<file path="config.mk">
export PLATFORM = sky130hd
export DESIGN_NAME = pmi_port_mac_if_cfg
export DESIGN_NICKNAME = d
export VERILOG_FILES = /design/src/rtl/pmi_port_mac_if_cfg.v /design/src/rtl/pmi_frame_opts.v /design/src/rtl/pmi_xmii_cfg.v
export VERILOG_INCLUDE_DIRS = /design/src /design/src/rtl
export SDC_FILE = /design/constraint.sdc
export NUM_CORES = 1
export LEC_CHECK = 0
export BUFFER_PORTS_ARGS = -buffer_cell sky130_fd_sc_hd__buf_2
export CELL_PAD_IN_SITES_DETAIL_PLACEMENT = 2
export CELL_PAD_IN_SITES_GLOBAL_PLACEMENT = 2
export CORE_AREA = 2 2 138 140
export DETAILED_ROUTE_END_ITERATION = 8
export DIE_AREA = 0 0 140 142
export GPL_ROUTABILITY_DRIVEN = 0
export MAX_ROUTING_LAYER = met4
export PLACE_DENSITY_LB_ADDON = 0.1
export REMOVE_ABC_BUFFERS = 1
export SYNTH_ARGS = -nofsm -noshare
export SYNTH_HDL_FRONTEND = slang
export SYNTH_SLANG_ARGS = --single-unit
</file>
<file path="constraint.sdc">
create_clock -name ref_clk_i -period 3.5 [get_ports ref_clk_i]
set_clock_uncertainty 0.15 [all_clocks]
set_input_delay 0.175 -clock ref_clk_i [delete_from_list [all_inputs] [get_ports ref_clk_i]]
set_output_delay 0.175 -clock ref_clk_i [all_outputs]
set_load 0.005 [all_outputs]
</file>
<file path="src/rtl/pmi_defines.vh">
// Constants for the port MAC and external interface configuration block
`ifndef PMI_DEFINES_VH
`define PMI_DEFINES_VH

// Register address split: port number in the top nibble, offset below
`define PMI_ADDR_W          16
`define PMI_PORT_MSB        15
`define PMI_PORT_LSB        12
`define PMI_OFF_MSB         11
`define PMI_NUM_PORTS       7
`define PMI_FIRST_PORT      4'h1
`define PMI_LAST_PORT       4'h7
`define PMI_EXT_PORT_A      4'h6
`define PMI_EXT_PORT_B      4'h7

// Register offsets
`define PMI_OFF_XMII_CFG    12'h301
`define PMI_OFF_FRAME_OPTS  12'h400
`define PMI_OFF_FLOW_OPTS   12'h401

// External port interface configuration fields
`define PMI_XC_SPEED_BIT    6
`define PMI_XC_RXDLY_BIT    4
`define PMI_XC_TXDLY_BIT    3
`define PMI_XC_ROLE_BIT     2
`define PMI_XC_TYPE_MSB     1
`define PMI_XC_TYPE_LSB     0

// Frame and flow option fields
`define PMI_FO_STORM_BIT    1
`define PMI_FO_JUMBO_BIT    0
`define PMI_FL_BP_BIT       3
`define PMI_FL_PASS_BIT     0

// Reset values
`define PMI_XC_RXDLY_RST    1'b0
`define PMI_XC_TXDLY_RST    1'b1
`define PMI_XC_P7_SPEED_RST 1'b0
`define PMI_XC_P7_ROLE_RST  1'b0
`define PMI_XC_P7_TYPE_RST  2'h0
`define PMI_FO_STORM_RST    1'b0
`define PMI_FO_JUMBO_RST    1'b0
`define PMI_FL_BP_RST       1'b0
`define PMI_FL_PASS_RST     1'b0
`define PMI_RD_IDLE         8'h00

// Interface type and speed codes
`define PMI_IF_RGMII        2'h0
`define PMI_IF_RMII         2'h1
`define PMI_SPD_10          2'h0
`define PMI_SPD_100         2'h1
`define PMI_SPD_1000        2'h2

// Payload limits in bytes
`define PMI_LEN_W           14
`define PMI_STD_PAYLOAD     14'h05DC
`define PMI_JUMBO_PAYLOAD   14'h2328
`define PMI_MIN_PAYLOAD     14'h002E

// Timing
`define PMI_CORE_CLK_MHZ    200
`define PMI_RMII_REF_MHZ    50
`define PMI_REF_HALF_CYC    (`PMI_CORE_CLK_MHZ / (2 * `PMI_RMII_REF_MHZ))
`define PMI_RGMII_ID_MIN_PS 1500

`endif

</file>
<file path="src/rtl/pmi_port_mac_if_cfg.v">
// Port MAC options and external interface configuration, top level
`timescale 1ns/10ps
`default_nettype none
`include "pmi_defines.vh"

module pmi_port_mac_if_cfg
(
  input  wire        ref_clk_i,
  input  wire        rst_n_i,
  // Register access
  input  wire [15:0] reg_addr_i,
  input  wire        reg_wr_i,
  input  wire [7:0]  reg_wdata_i,
  input  wire        reg_rd_i,
  output reg  [7:0]  reg_rdata_o,
  output reg         reg_rvalid_o,
  // Configuration straps of port 6
  input  wire        speed_strap_pin_i,
  input  wire        clock_role_strap_pin_i,
  input  wire [1:0]  interface_type_strap_pins_i,
  // Companion 10/100 bit of port 6
  input  wire        speed_100_i,
  // Port 6 interface control
  output reg         if_rgmii_o,
  output reg         if_rmii_o,
  output reg         if_mii_o,
  output reg  [1:0]  link_speed_o,
  output reg         receive_clock_internal_delay_o,
  output reg         transmit_clock_internal_delay_o,
  output reg         mii_clk_drive_o,
  output reg         rxc_o,
  output reg         rxc_oe_o,
  // Per-port MAC control, bit 0 is port 1
  input  wire [6:0]  full_duplex_i,
  output reg  [6:0]  storm_protect_o,
  output reg  [6:0]  back_pressure_o,
  // Per-port receive verdict
  input  wire [6:0]  rx_done_i,
  input  wire [6:0]  rx_crc_err_i,
  input  wire [6:0]  rx_is_fc_i,
  input  wire [97:0] rx_len_i,
  input  wire        fc_filter_dis_i,
  output reg  [6:0]  rx_verdict_o,
  output reg  [6:0]  rx_drop_o,
  output reg  [6:0]  rx_mirror_only_o
);

  wire [3:0]  port_num;
  wire [11:0] reg_off;
  wire        port_ok;
  wire [2:0]  pidx;
  wire [55:0] frame_rd_all;
  wire [55:0] flow_rd_all;
  wire [6:0]  storm_all;
  wire [6:0]  jumbo_all;
  wire [6:0]  bp_all;
  wire [6:0]  pass_all;
  wire        xc6_wr;
  wire        xc7_wr;
  wire [7:0]  xc6_rd;
  wire [7:0]  xc7_rd;
  wire        xc6_speed;
  wire        xc6_rxdly;
  wire        xc6_txdly;
  wire        xc6_role;
  wire [1:0]  xc6_type;
  wire        is_rgmii;
  wire        is_rmii;
  wire        is_mii;
  reg  [7:0]  rd_mux;
  reg  [1:0]  refclk_cnt_reg;
  reg  [1:0]  refclk_cnt_next;
  reg         rxc_next;

  localparam integer REF_LAST_I = `PMI_REF_HALF_CYC - 1;
  localparam [1:0]   REF_LAST   = REF_LAST_I[1:0];

  assign port_num = reg_addr_i[`PMI_PORT_MSB:`PMI_PORT_LSB];
  assign reg_off  = reg_addr_i[`PMI_OFF_MSB:0];
  assign port_ok  = (port_num >= `PMI_FIRST_PORT) && (port_num <= `PMI_LAST_PORT);
  assign pidx     = port_num[2:0] - 3'h1;

  // Per-port option copies and receive verdicts
  genvar gi;
  generate
    for (gi = 0; gi < `PMI_NUM_PORTS; gi = gi + 1)
    begin : g_port
      localparam integer PNUM_I = gi + 1;
      localparam [3:0]   PNUM   = PNUM_I[3:0];
      wire                  wr_frame;
      wire                  wr_flow;
      wire [`PMI_LEN_W-1:0] len;
      wire [`PMI_LEN_W-1:0] limit;
      wire                  bad;

      assign wr_frame = reg_wr_i && (port_num == PNUM) && (reg_off == `PMI_OFF_FRAME_OPTS);
      assign wr_flow  = reg_wr_i && (port_num == PNUM) && (reg_off == `PMI_OFF_FLOW_OPTS);

      pmi_frame_opts u_opts
      (
        .ref_clk_i  (ref_clk_i),
        .rst_n_i    (rst_n_i),
        .wr_frame_i (wr_frame),
        .wr_flow_i  (wr_flow),
        .wdata_i    (reg_wdata_i),
        .storm_reg  (storm_all[gi]),
        .jumbo_reg  (jumbo_all[gi]),
        .bp_reg     (bp_all[gi]),
        .pass_reg   (pass_all[gi]),
        .frame_rd_o (frame_rd_all[gi*8 +: 8]),
        .flow_rd_o  (flow_rd_all[gi*8 +: 8])
      );

      assign len   = rx_len_i[gi*`PMI_LEN_W +: `PMI_LEN_W];
      assign limit = jumbo_all[gi] ? `PMI_JUMBO_PAYLOAD : `PMI_STD_PAYLOAD;
      assign bad   = rx_crc_err_i[gi] || (len > limit) || (len < `PMI_MIN_PAYLOAD);

      always @(posedge ref_clk_i)
      begin
        if (!rst_n_i)
        begin
          storm_protect_o[gi]  <= 1'b0;
          back_pressure_o[gi]  <= 1'b0;
          rx_verdict_o[gi]     <= 1'b0;
          rx_drop_o[gi]        <= 1'b0;
          rx_mirror_only_o[gi] <= 1'b0;
        end
        else
        begin
          storm_protect_o[gi] <= storm_all[gi];
          back_pressure_o[gi] <= bp_all[gi] && !full_duplex_i[gi];
          rx_verdict_o[gi]    <= rx_done_i[gi];
          if (rx_done_i[gi])
          begin
            if (rx_is_fc_i[gi] && !fc_filter_dis_i)
            begin
              // Flow control frames filtered whatever pass-all says
              rx_drop_o[gi]        <= 1'b1;
              rx_mirror_only_o[gi] <= 1'b0;
            end
            else if (bad)
            begin
              rx_drop_o[gi]        <= !pass_all[gi];
              rx_mirror_only_o[gi] <= pass_all[gi];
            end
            else
            begin
              rx_drop_o[gi]        <= 1'b0;
              rx_mirror_only_o[gi] <= 1'b0;
            end
          end
        end
      end
    end
  endgenerate

  // External interface configuration, port 6 strapped
  assign xc6_wr = reg_wr_i && (port_num == `PMI_EXT_PORT_A) && (reg_off == `PMI_OFF_XMII_CFG);
  assign xc7_wr = reg_wr_i && (port_num == `PMI_EXT_PORT_B) && (reg_off == `PMI_OFF_XMII_CFG);

  pmi_xmii_cfg #(.STRAPPED(1)) u_xc6
  (
    .ref_clk_i     (ref_clk_i),
    .rst_n_i       (rst_n_i),
    .wr_i          (xc6_wr),
    .wdata_i       (reg_wdata_i),
    .speed_strap_i (speed_strap_pin_i),
    .role_strap_i  (clock_role_strap_pin_i),
    .type_strap_i  (interface_type_strap_pins_i),
    .speed_reg     (xc6_speed),
    .rxdly_reg     (xc6_rxdly),
    .txdly_reg     (xc6_txdly),
    .role_reg      (xc6_role),
    .type_reg      (xc6_type),
    .rd_o          (xc6_rd)
  );

  // Port 7 copy is storage only; its speed, role and type have no effect
  pmi_xmii_cfg #(.STRAPPED(0)) u_xc7
  (
    .ref_clk_i     (ref_clk_i),
    .rst_n_i       (rst_n_i),
    .wr_i          (xc7_wr),
    .wdata_i       (reg_wdata_i),
    .speed_strap_i (1'b0),
    .role_strap_i  (1'b0),
    .type_strap_i  (2'h0),
    .speed_reg     (),
    .rxdly_reg     (),
    .txdly_reg     (),
    .role_reg      (),
    .type_reg      (),
    .rd_o          (xc7_rd)
  );

  assign is_rgmii = (xc6_type == `PMI_IF_RGMII);
  assign is_rmii  = (xc6_type == `PMI_IF_RMII);
  assign is_mii   = xc6_type[1];

  // Read mux; unmapped addresses read zero
  always @*
  begin
    rd_mux = `PMI_RD_IDLE;
    if (port_ok)
    begin
      if (reg_off == `PMI_OFF_FRAME_OPTS)
        rd_mux = frame_rd_all[{pidx, 3'h0} +: 8];
      else if (reg_off == `PMI_OFF_FLOW_OPTS)
        rd_mux = flow_rd_all[{pidx, 3'h0} +: 8];
      else if ((reg_off == `PMI_OFF_XMII_CFG) && (port_num == `PMI_EXT_PORT_A))
        rd_mux = xc6_rd;
      else if ((reg_off == `PMI_OFF_XMII_CFG) && (port_num == `PMI_EXT_PORT_B))
        rd_mux = xc7_rd;
    end
  end

  always @(posedge ref_clk_i)
  begin
    if (!rst_n_i)
    begin
      reg_rdata_o  <= `PMI_RD_IDLE;
      reg_rvalid_o <= 1'b0;
    end
    else
    begin
      reg_rvalid_o <= reg_rd_i;
      if (reg_rd_i)
        reg_rdata_o <= rd_mux;
    end
  end

  // Interface mode, speed and clock-delay controls of port 6
  always @(posedge ref_clk_i)
  begin
    if (!rst_n_i)
    begin
      if_rgmii_o                      <= 1'b0;
      if_rmii_o                       <= 1'b0;
      if_mii_o                        <= 1'b0;
      link_speed_o                    <= `PMI_SPD_10;
      receive_clock_internal_delay_o  <= 1'b0;
      transmit_clock_internal_delay_o <= 1'b0;
      mii_clk_drive_o                 <= 1'b0;
    end
    else
    begin
      if_rgmii_o <= is_rgmii;
      if_rmii_o  <= is_rmii;
      if_mii_o   <= is_mii;
      if (is_rgmii && !xc6_speed)
        link_speed_o <= `PMI_SPD_1000;
      else if (speed_100_i)
        link_speed_o <= `PMI_SPD_100;
      else
        link_speed_o <= `PMI_SPD_10;
      // Pad delay cells give the 1.5 ns minimum; logic only enables them
      receive_clock_internal_delay_o  <= is_rgmii && xc6_rxdly;
      transmit_clock_internal_delay_o <= is_rgmii && xc6_txdly;
      mii_clk_drive_o                 <= is_mii && !xc6_role;
    end
  end

  // RMII reference clock out of RXC when the port makes it
  always @*
  begin
    refclk_cnt_next = refclk_cnt_reg;
    rxc_next        = rxc_o;
    if (is_rmii && !xc6_role)
    begin
      if (refclk_cnt_reg == REF_LAST)
      begin
        refclk_cnt_next = 2'h0;
        rxc_next        = !rxc_o;
      end
      else
        refclk_cnt_next = refclk_cnt_reg + 2'h1;
    end
    else
    begin
      refclk_cnt_next = 2'h0;
      rxc_next        = 1'b0;
    end
  end

  always @(posedge ref_clk_i)
  begin
    if (!rst_n_i)
    begin
      refclk_cnt_reg <= 2'h0;
      rxc_o          <= 1'b0;
      rxc_oe_o       <= 1'b0;
    end
    else
    begin
      refclk_cnt_reg <= refclk_cnt_next;
      rxc_o          <= rxc_next;
      rxc_oe_o       <= is_rmii && !xc6_role;
    end
  end

endmodule // pmi_port_mac_if_cfg

`default_nettype wire

</file>
<file path="src/rtl/pmi_frame_opts.v">
// Per-port frame and flow option registers
`timescale 1ns/10ps
`default_nettype none
`include "pmi_defines.vh"

module pmi_frame_opts
(
  input  wire       ref_clk_i,
  input  wire       rst_n_i,
  input  wire       wr_frame_i,
  input  wire       wr_flow_i,
  input  wire [7:0] wdata_i,
  output reg        storm_reg,
  output reg        jumbo_reg,
  output reg        bp_reg,
  output reg        pass_reg,
  output wire [7:0] frame_rd_o,
  output wire [7:0] flow_rd_o
);

  // Only documented bits are writable; reserved bits stay at zero
  always @(posedge ref_clk_i)
  begin
    if (!rst_n_i)
    begin
      storm_reg <= `PMI_FO_STORM_RST;
      jumbo_reg <= `PMI_FO_JUMBO_RST;
      bp_reg    <= `PMI_FL_BP_RST;
      pass_reg  <= `PMI_FL_PASS_RST;
    end
    else
    begin
      if (wr_frame_i)
      begin
        storm_reg <= wdata_i[`PMI_FO_STORM_BIT];
        jumbo_reg <= wdata_i[`PMI_FO_JUMBO_BIT];
      end
      if (wr_flow_i)
      begin
        bp_reg   <= wdata_i[`PMI_FL_BP_BIT];
        pass_reg <= wdata_i[`PMI_FL_PASS_BIT];
      end
    end
  end

  assign frame_rd_o = {6'h00, storm_reg, jumbo_reg};
  assign flow_rd_o  = {4'h0, bp_reg, 2'h0, pass_reg};

endmodule // pmi_frame_opts

`default_nettype wire

</file>
<file path="src/rtl/pmi_xmii_cfg.v">
// External port interface configuration register
`timescale 1ns/10ps
`default_nettype none
`include "pmi_defines.vh"

module pmi_xmii_cfg
#(
  parameter STRAPPED = 0
)
(
  input  wire       ref_clk_i,
  input  wire       rst_n_i,
  input  wire       wr_i,
  input  wire [7:0] wdata_i,
  input  wire       speed_strap_i,
  input  wire       role_strap_i,
  input  wire [1:0] type_strap_i,
  output reg        speed_reg,
  output reg        rxdly_reg,
  output reg        txdly_reg,
  output reg        role_reg,
  output reg  [1:0] type_reg,
  output wire [7:0] rd_o
);

  // Synchronous reset: strapped copy samples its pins while reset is held
  always @(posedge ref_clk_i)
  begin
    if (!rst_n_i)
    begin
      rxdly_reg <= `PMI_XC_RXDLY_RST;
      txdly_reg <= `PMI_XC_TXDLY_RST;
      if (STRAPPED != 0)
      begin
        speed_reg <= speed_strap_i;
        role_reg  <= role_strap_i;
        type_reg  <= type_strap_i;
      end
      else
      begin
        speed_reg <= `PMI_XC_P7_SPEED_RST;
        role_reg  <= `PMI_XC_P7_ROLE_RST;
        type_reg  <= `PMI_XC_P7_TYPE_RST;
      end
    end
    else if (wr_i)
    begin
      speed_reg <= wdata_i[`PMI_XC_SPEED_BIT];
      rxdly_reg <= wdata_i[`PMI_XC_RXDLY_BIT];
      txdly_reg <= wdata_i[`PMI_XC_TXDLY_BIT];
      role_reg  <= wdata_i[`PMI_XC_ROLE_BIT];
      type_reg  <= wdata_i[`PMI_XC_TYPE_MSB:`PMI_XC_TYPE_LSB];
    end
  end

  assign rd_o = {1'b0, speed_reg, 1'b0, rxdly_reg, txdly_reg, role_reg, type_reg};

endmodule // pmi_xmii_cfg

`default_nettype wire

</file>
==> summary.md <==
| Metric | Value |
|---|---|
| Layout net count | `1,043` |
| Synth top area cells | `dfxtp_1 33%, ha_1 14%, mux2i_1 7.3%` |
| Fillcell total | `2,097` |
| Per-cell routed wire length | `17.78 um` |
| Flop and latch count out of synthesis | `94` |
| Placed wire-length estimate | `15,210 um` |
| Cell leakage power | `3.479 nW` |
| Violated checks | `design-rule violations` |
| CTS tree | `done` |
| Netlist cell types | `59` |
| Max VDD drop | `239.4 uV` |
| Avg Synthesized Cell Area | `9.230 um2` |
| Synth top area share | `0.3297` |
| Ys Warns | `0` |
| DRT Wirelength | `18,850 um` |
| Pin count of the biggest net entering global routing | `39` |
| Clock Sinks | `94` |
| Number of global-route vias before repair | `5,981` |
| # DRC | `16` |
| Crit. End Element | `register` |
| Die width | `140 um` |
| Unrepaired setup endpoints after global routing | `no` |
| Clock Latency Late Sink | `0.36 ns` |
| Max Root-Sink Buffers | `2` |
| Worst hold margin | `0.07265 ns` |
| Status | `finished, violations left` |
| CP startpoint kind | `register` |
| Final period utilization | `0.7638` |
| Total congestion overflow | `0` |
| Num rows | `50` |
| I/O pins | `214` |
| Class of the most critical setup path | `register to register` |
| Worst slew pin tran | `0.7984 ns` |
| Seq/Total Area, Yosys | `0.3517` |
| Minimum clock period | `2.673 ns` |
| Iteration-0 DRC Markers | `157` |
| Hold crit path type | `input port to register` |
| Worst endpoint required time | `3.57 ns` |
| Total power | `0.002443 W` |
| Initial antenna violation count | `0` |
| Layout cells sized above 1 | `0.3063` |
| IO Port Bufs | `209` |
| Final hold violation count | `0` |
| WP data arrival | `2.75 ns` |
| Commonest cells post-synth | `90 x dfxtp_1, 62 x ha_1, 58 x nor2_1` |
| Max_slew headroom | `0.4666` |
| Synth Cell Area | `5464 um2` |
| Core area | `18,460 um2` |
| H-tree depth | `3` |
| Fmax | `374.0 MHz` |
| DRT Pass-1 Iters | `9` |
| Setup bufs post-CTS | `0` |
| Area grow syn2layout | `33.20%` |
| Cts hold-fix bufs | `24` |
| CP max FO | `7` |
| Die height | `142 um` |
| Max-cap violations | `0` |
| N_diodes | `0` |
| Final Max Tran Viols | `0` |
| Antenna Nets Post-Route | `0` |
| Most common cell in the netlist | `dfxtp_1` |
| Die area | `19,880 um2` |
| Post-synth top area cell | `dfxtp_1` |
| Clk pin slew, worst setup/hold paths | `0.08 ns` |
| Pwr dens | `335.6 nW/um2` |
| Count of final setup violators | `0` |
| Synth Instances | `592` |
| CTS resizes | `0` |
| EDFF count, synth | `4` |
| Post-Route Setup TNS | `0 ns` |
| First-pass GRT wire length | `30,330 um` |
| Total CTS buffers | `9` |
| Root buffer cell | `clkbuf_16` |
| Reg area | `1922 um2` |
| Ys async rst share | `0` |
| Dominant synthesized flop cell | `dfxtp_1` |
| Area of the multi-input gates | `3378 um2` |
| Vias/cell | `5.158` |
| Via count | `5,468` |
| Initial Util | `0.2961` |
| GRT Overall Usage | `0.1949` |
| Final core utilization | `0.3944` |
## power breakdown
group          total [W]  leakage [nW]  internal [W]  switching [W]
Sequential       0.00111         0.770       0.00110      0.0000116
Combinational   0.000356          2.57      0.000170       0.000186
Clock           0.000976         0.140      0.000500       0.000477
## critical path, stage by stage (launching register included)
cell	delay, ns
dfxtp_1	0.53
inv_1	0.18
ha_1	0.33
nand4_1	0.12
or4b_2	0.75
o22ai_1	0.24
a31o_2	0.18
a21oi_1	0.06
## kinds of logic after synthesis
logic type | Yosys count | share of synthesized area
and+or+nand+nor | 237 | 0.2379
AOI/OAI and AO/OA | 106 | 0.1358
DFF | 94 | 0.3517
adders and majority gates | 62 | 0.1420
muxes | 48 | 0.09801
buffers and inverters | 42 | 0.03068
xor gates and xnor gates | 2 | 0.003206
other | 1 | 0.0006863
## layout by cell type, fill, tap and decap left out, types with 5 or more instances in the layout
cell / synthesis / routed
nor3b_1: 10 / 10
o22ai_1: 5 / 5
o21ai_0: 12 / 12
ha_1: 62 / 62
a41oi_1: 5 / 5
inv_1: 22 / 22
buf_2: 2 / 209
a31o_2: 5 / 5
dfxtp_1: 90 / 90
nor3_1: 5 / 5
o211ai_1: 8 / 8
o31a_1: 5 / 5
clkbuf_16: 0 / 9
o2111ai_1: 5 / 5
dlygate4sd3_1: 0 / 24
nor2_1: 58 / 58
a21oi_1: 31 / 31
nor4_1: 13 / 13
nand2_1: 47 / 47
mux2i_1: 40 / 40
nand4b_1: 7 / 7
nand2b_1: 6 / 6
nand4_1: 13 / 13
and2_1: 17 / 17
nand3_1: 25 / 25
and3_1: 12 / 12
## path summary, 6_finish.rpt
path | startpoint | endpoint | slack, ns | depth (start not counted)
hold / removal | rx_crc_err_i[3] | rx_drop_o[3]$_SDFFE_PN0P_ | 0.07 | 4
setup / recovery | g_port[5].u_opts.jumbo_reg$_SDFFE_PN0P_ | rx_mirror_only_o[5]$_SDFFE_PN0P_ | 0.83 | 7
setup reg to reg | g_port[5].u_opts.jumbo_reg$_SDFFE_PN0P_ | rx_mirror_only_o[5]$_SDFFE_PN0P_ | 0.83 | 7
hold reg to reg | refclk_cnt_reg[0]$_SDFF_PP0_ | refclk_cnt_reg[0]$_SDFF_PP0_ | 0.28 | 1
## metal layers
layer / vias to the layer above / part of all wire / track usage
met5: - / 0 / -
met4: 0 / 0.0074 / 0.02871
met3: 15 / 0.046 / 0.04206
met2: 135 / 0.49 / 0.3383
met1: 2651 / 0.45 / 0.2394
li1: 2667 / - / -
## final cells by class
type,count,share of cell area
clock buffers,9,0.03094
clock inverters,7,0.008939
inverters,23,0.01186
multi-input cells,457,0.4642
flip-flops and latches,94,0.2641
well taps,234,0.04023
repair buffers,236,0.1798
## stage by stage
stage | area, um2 | std cells | worst slack, ns
2_1_floorplan | 5386 | 574 | 1.225
3_3_place_gp | 6748 | 1020 | 0.9243
3_5_place_dp | 6748 | 1020 | 0.8165
4_1_cts | 7278 | 1060 | 0.8153
5_1_grt | 7278 | 1060 | 0.6737
6_report | 7278 | 1060 | 0.8265
Power figures use the tool's default switching activity.
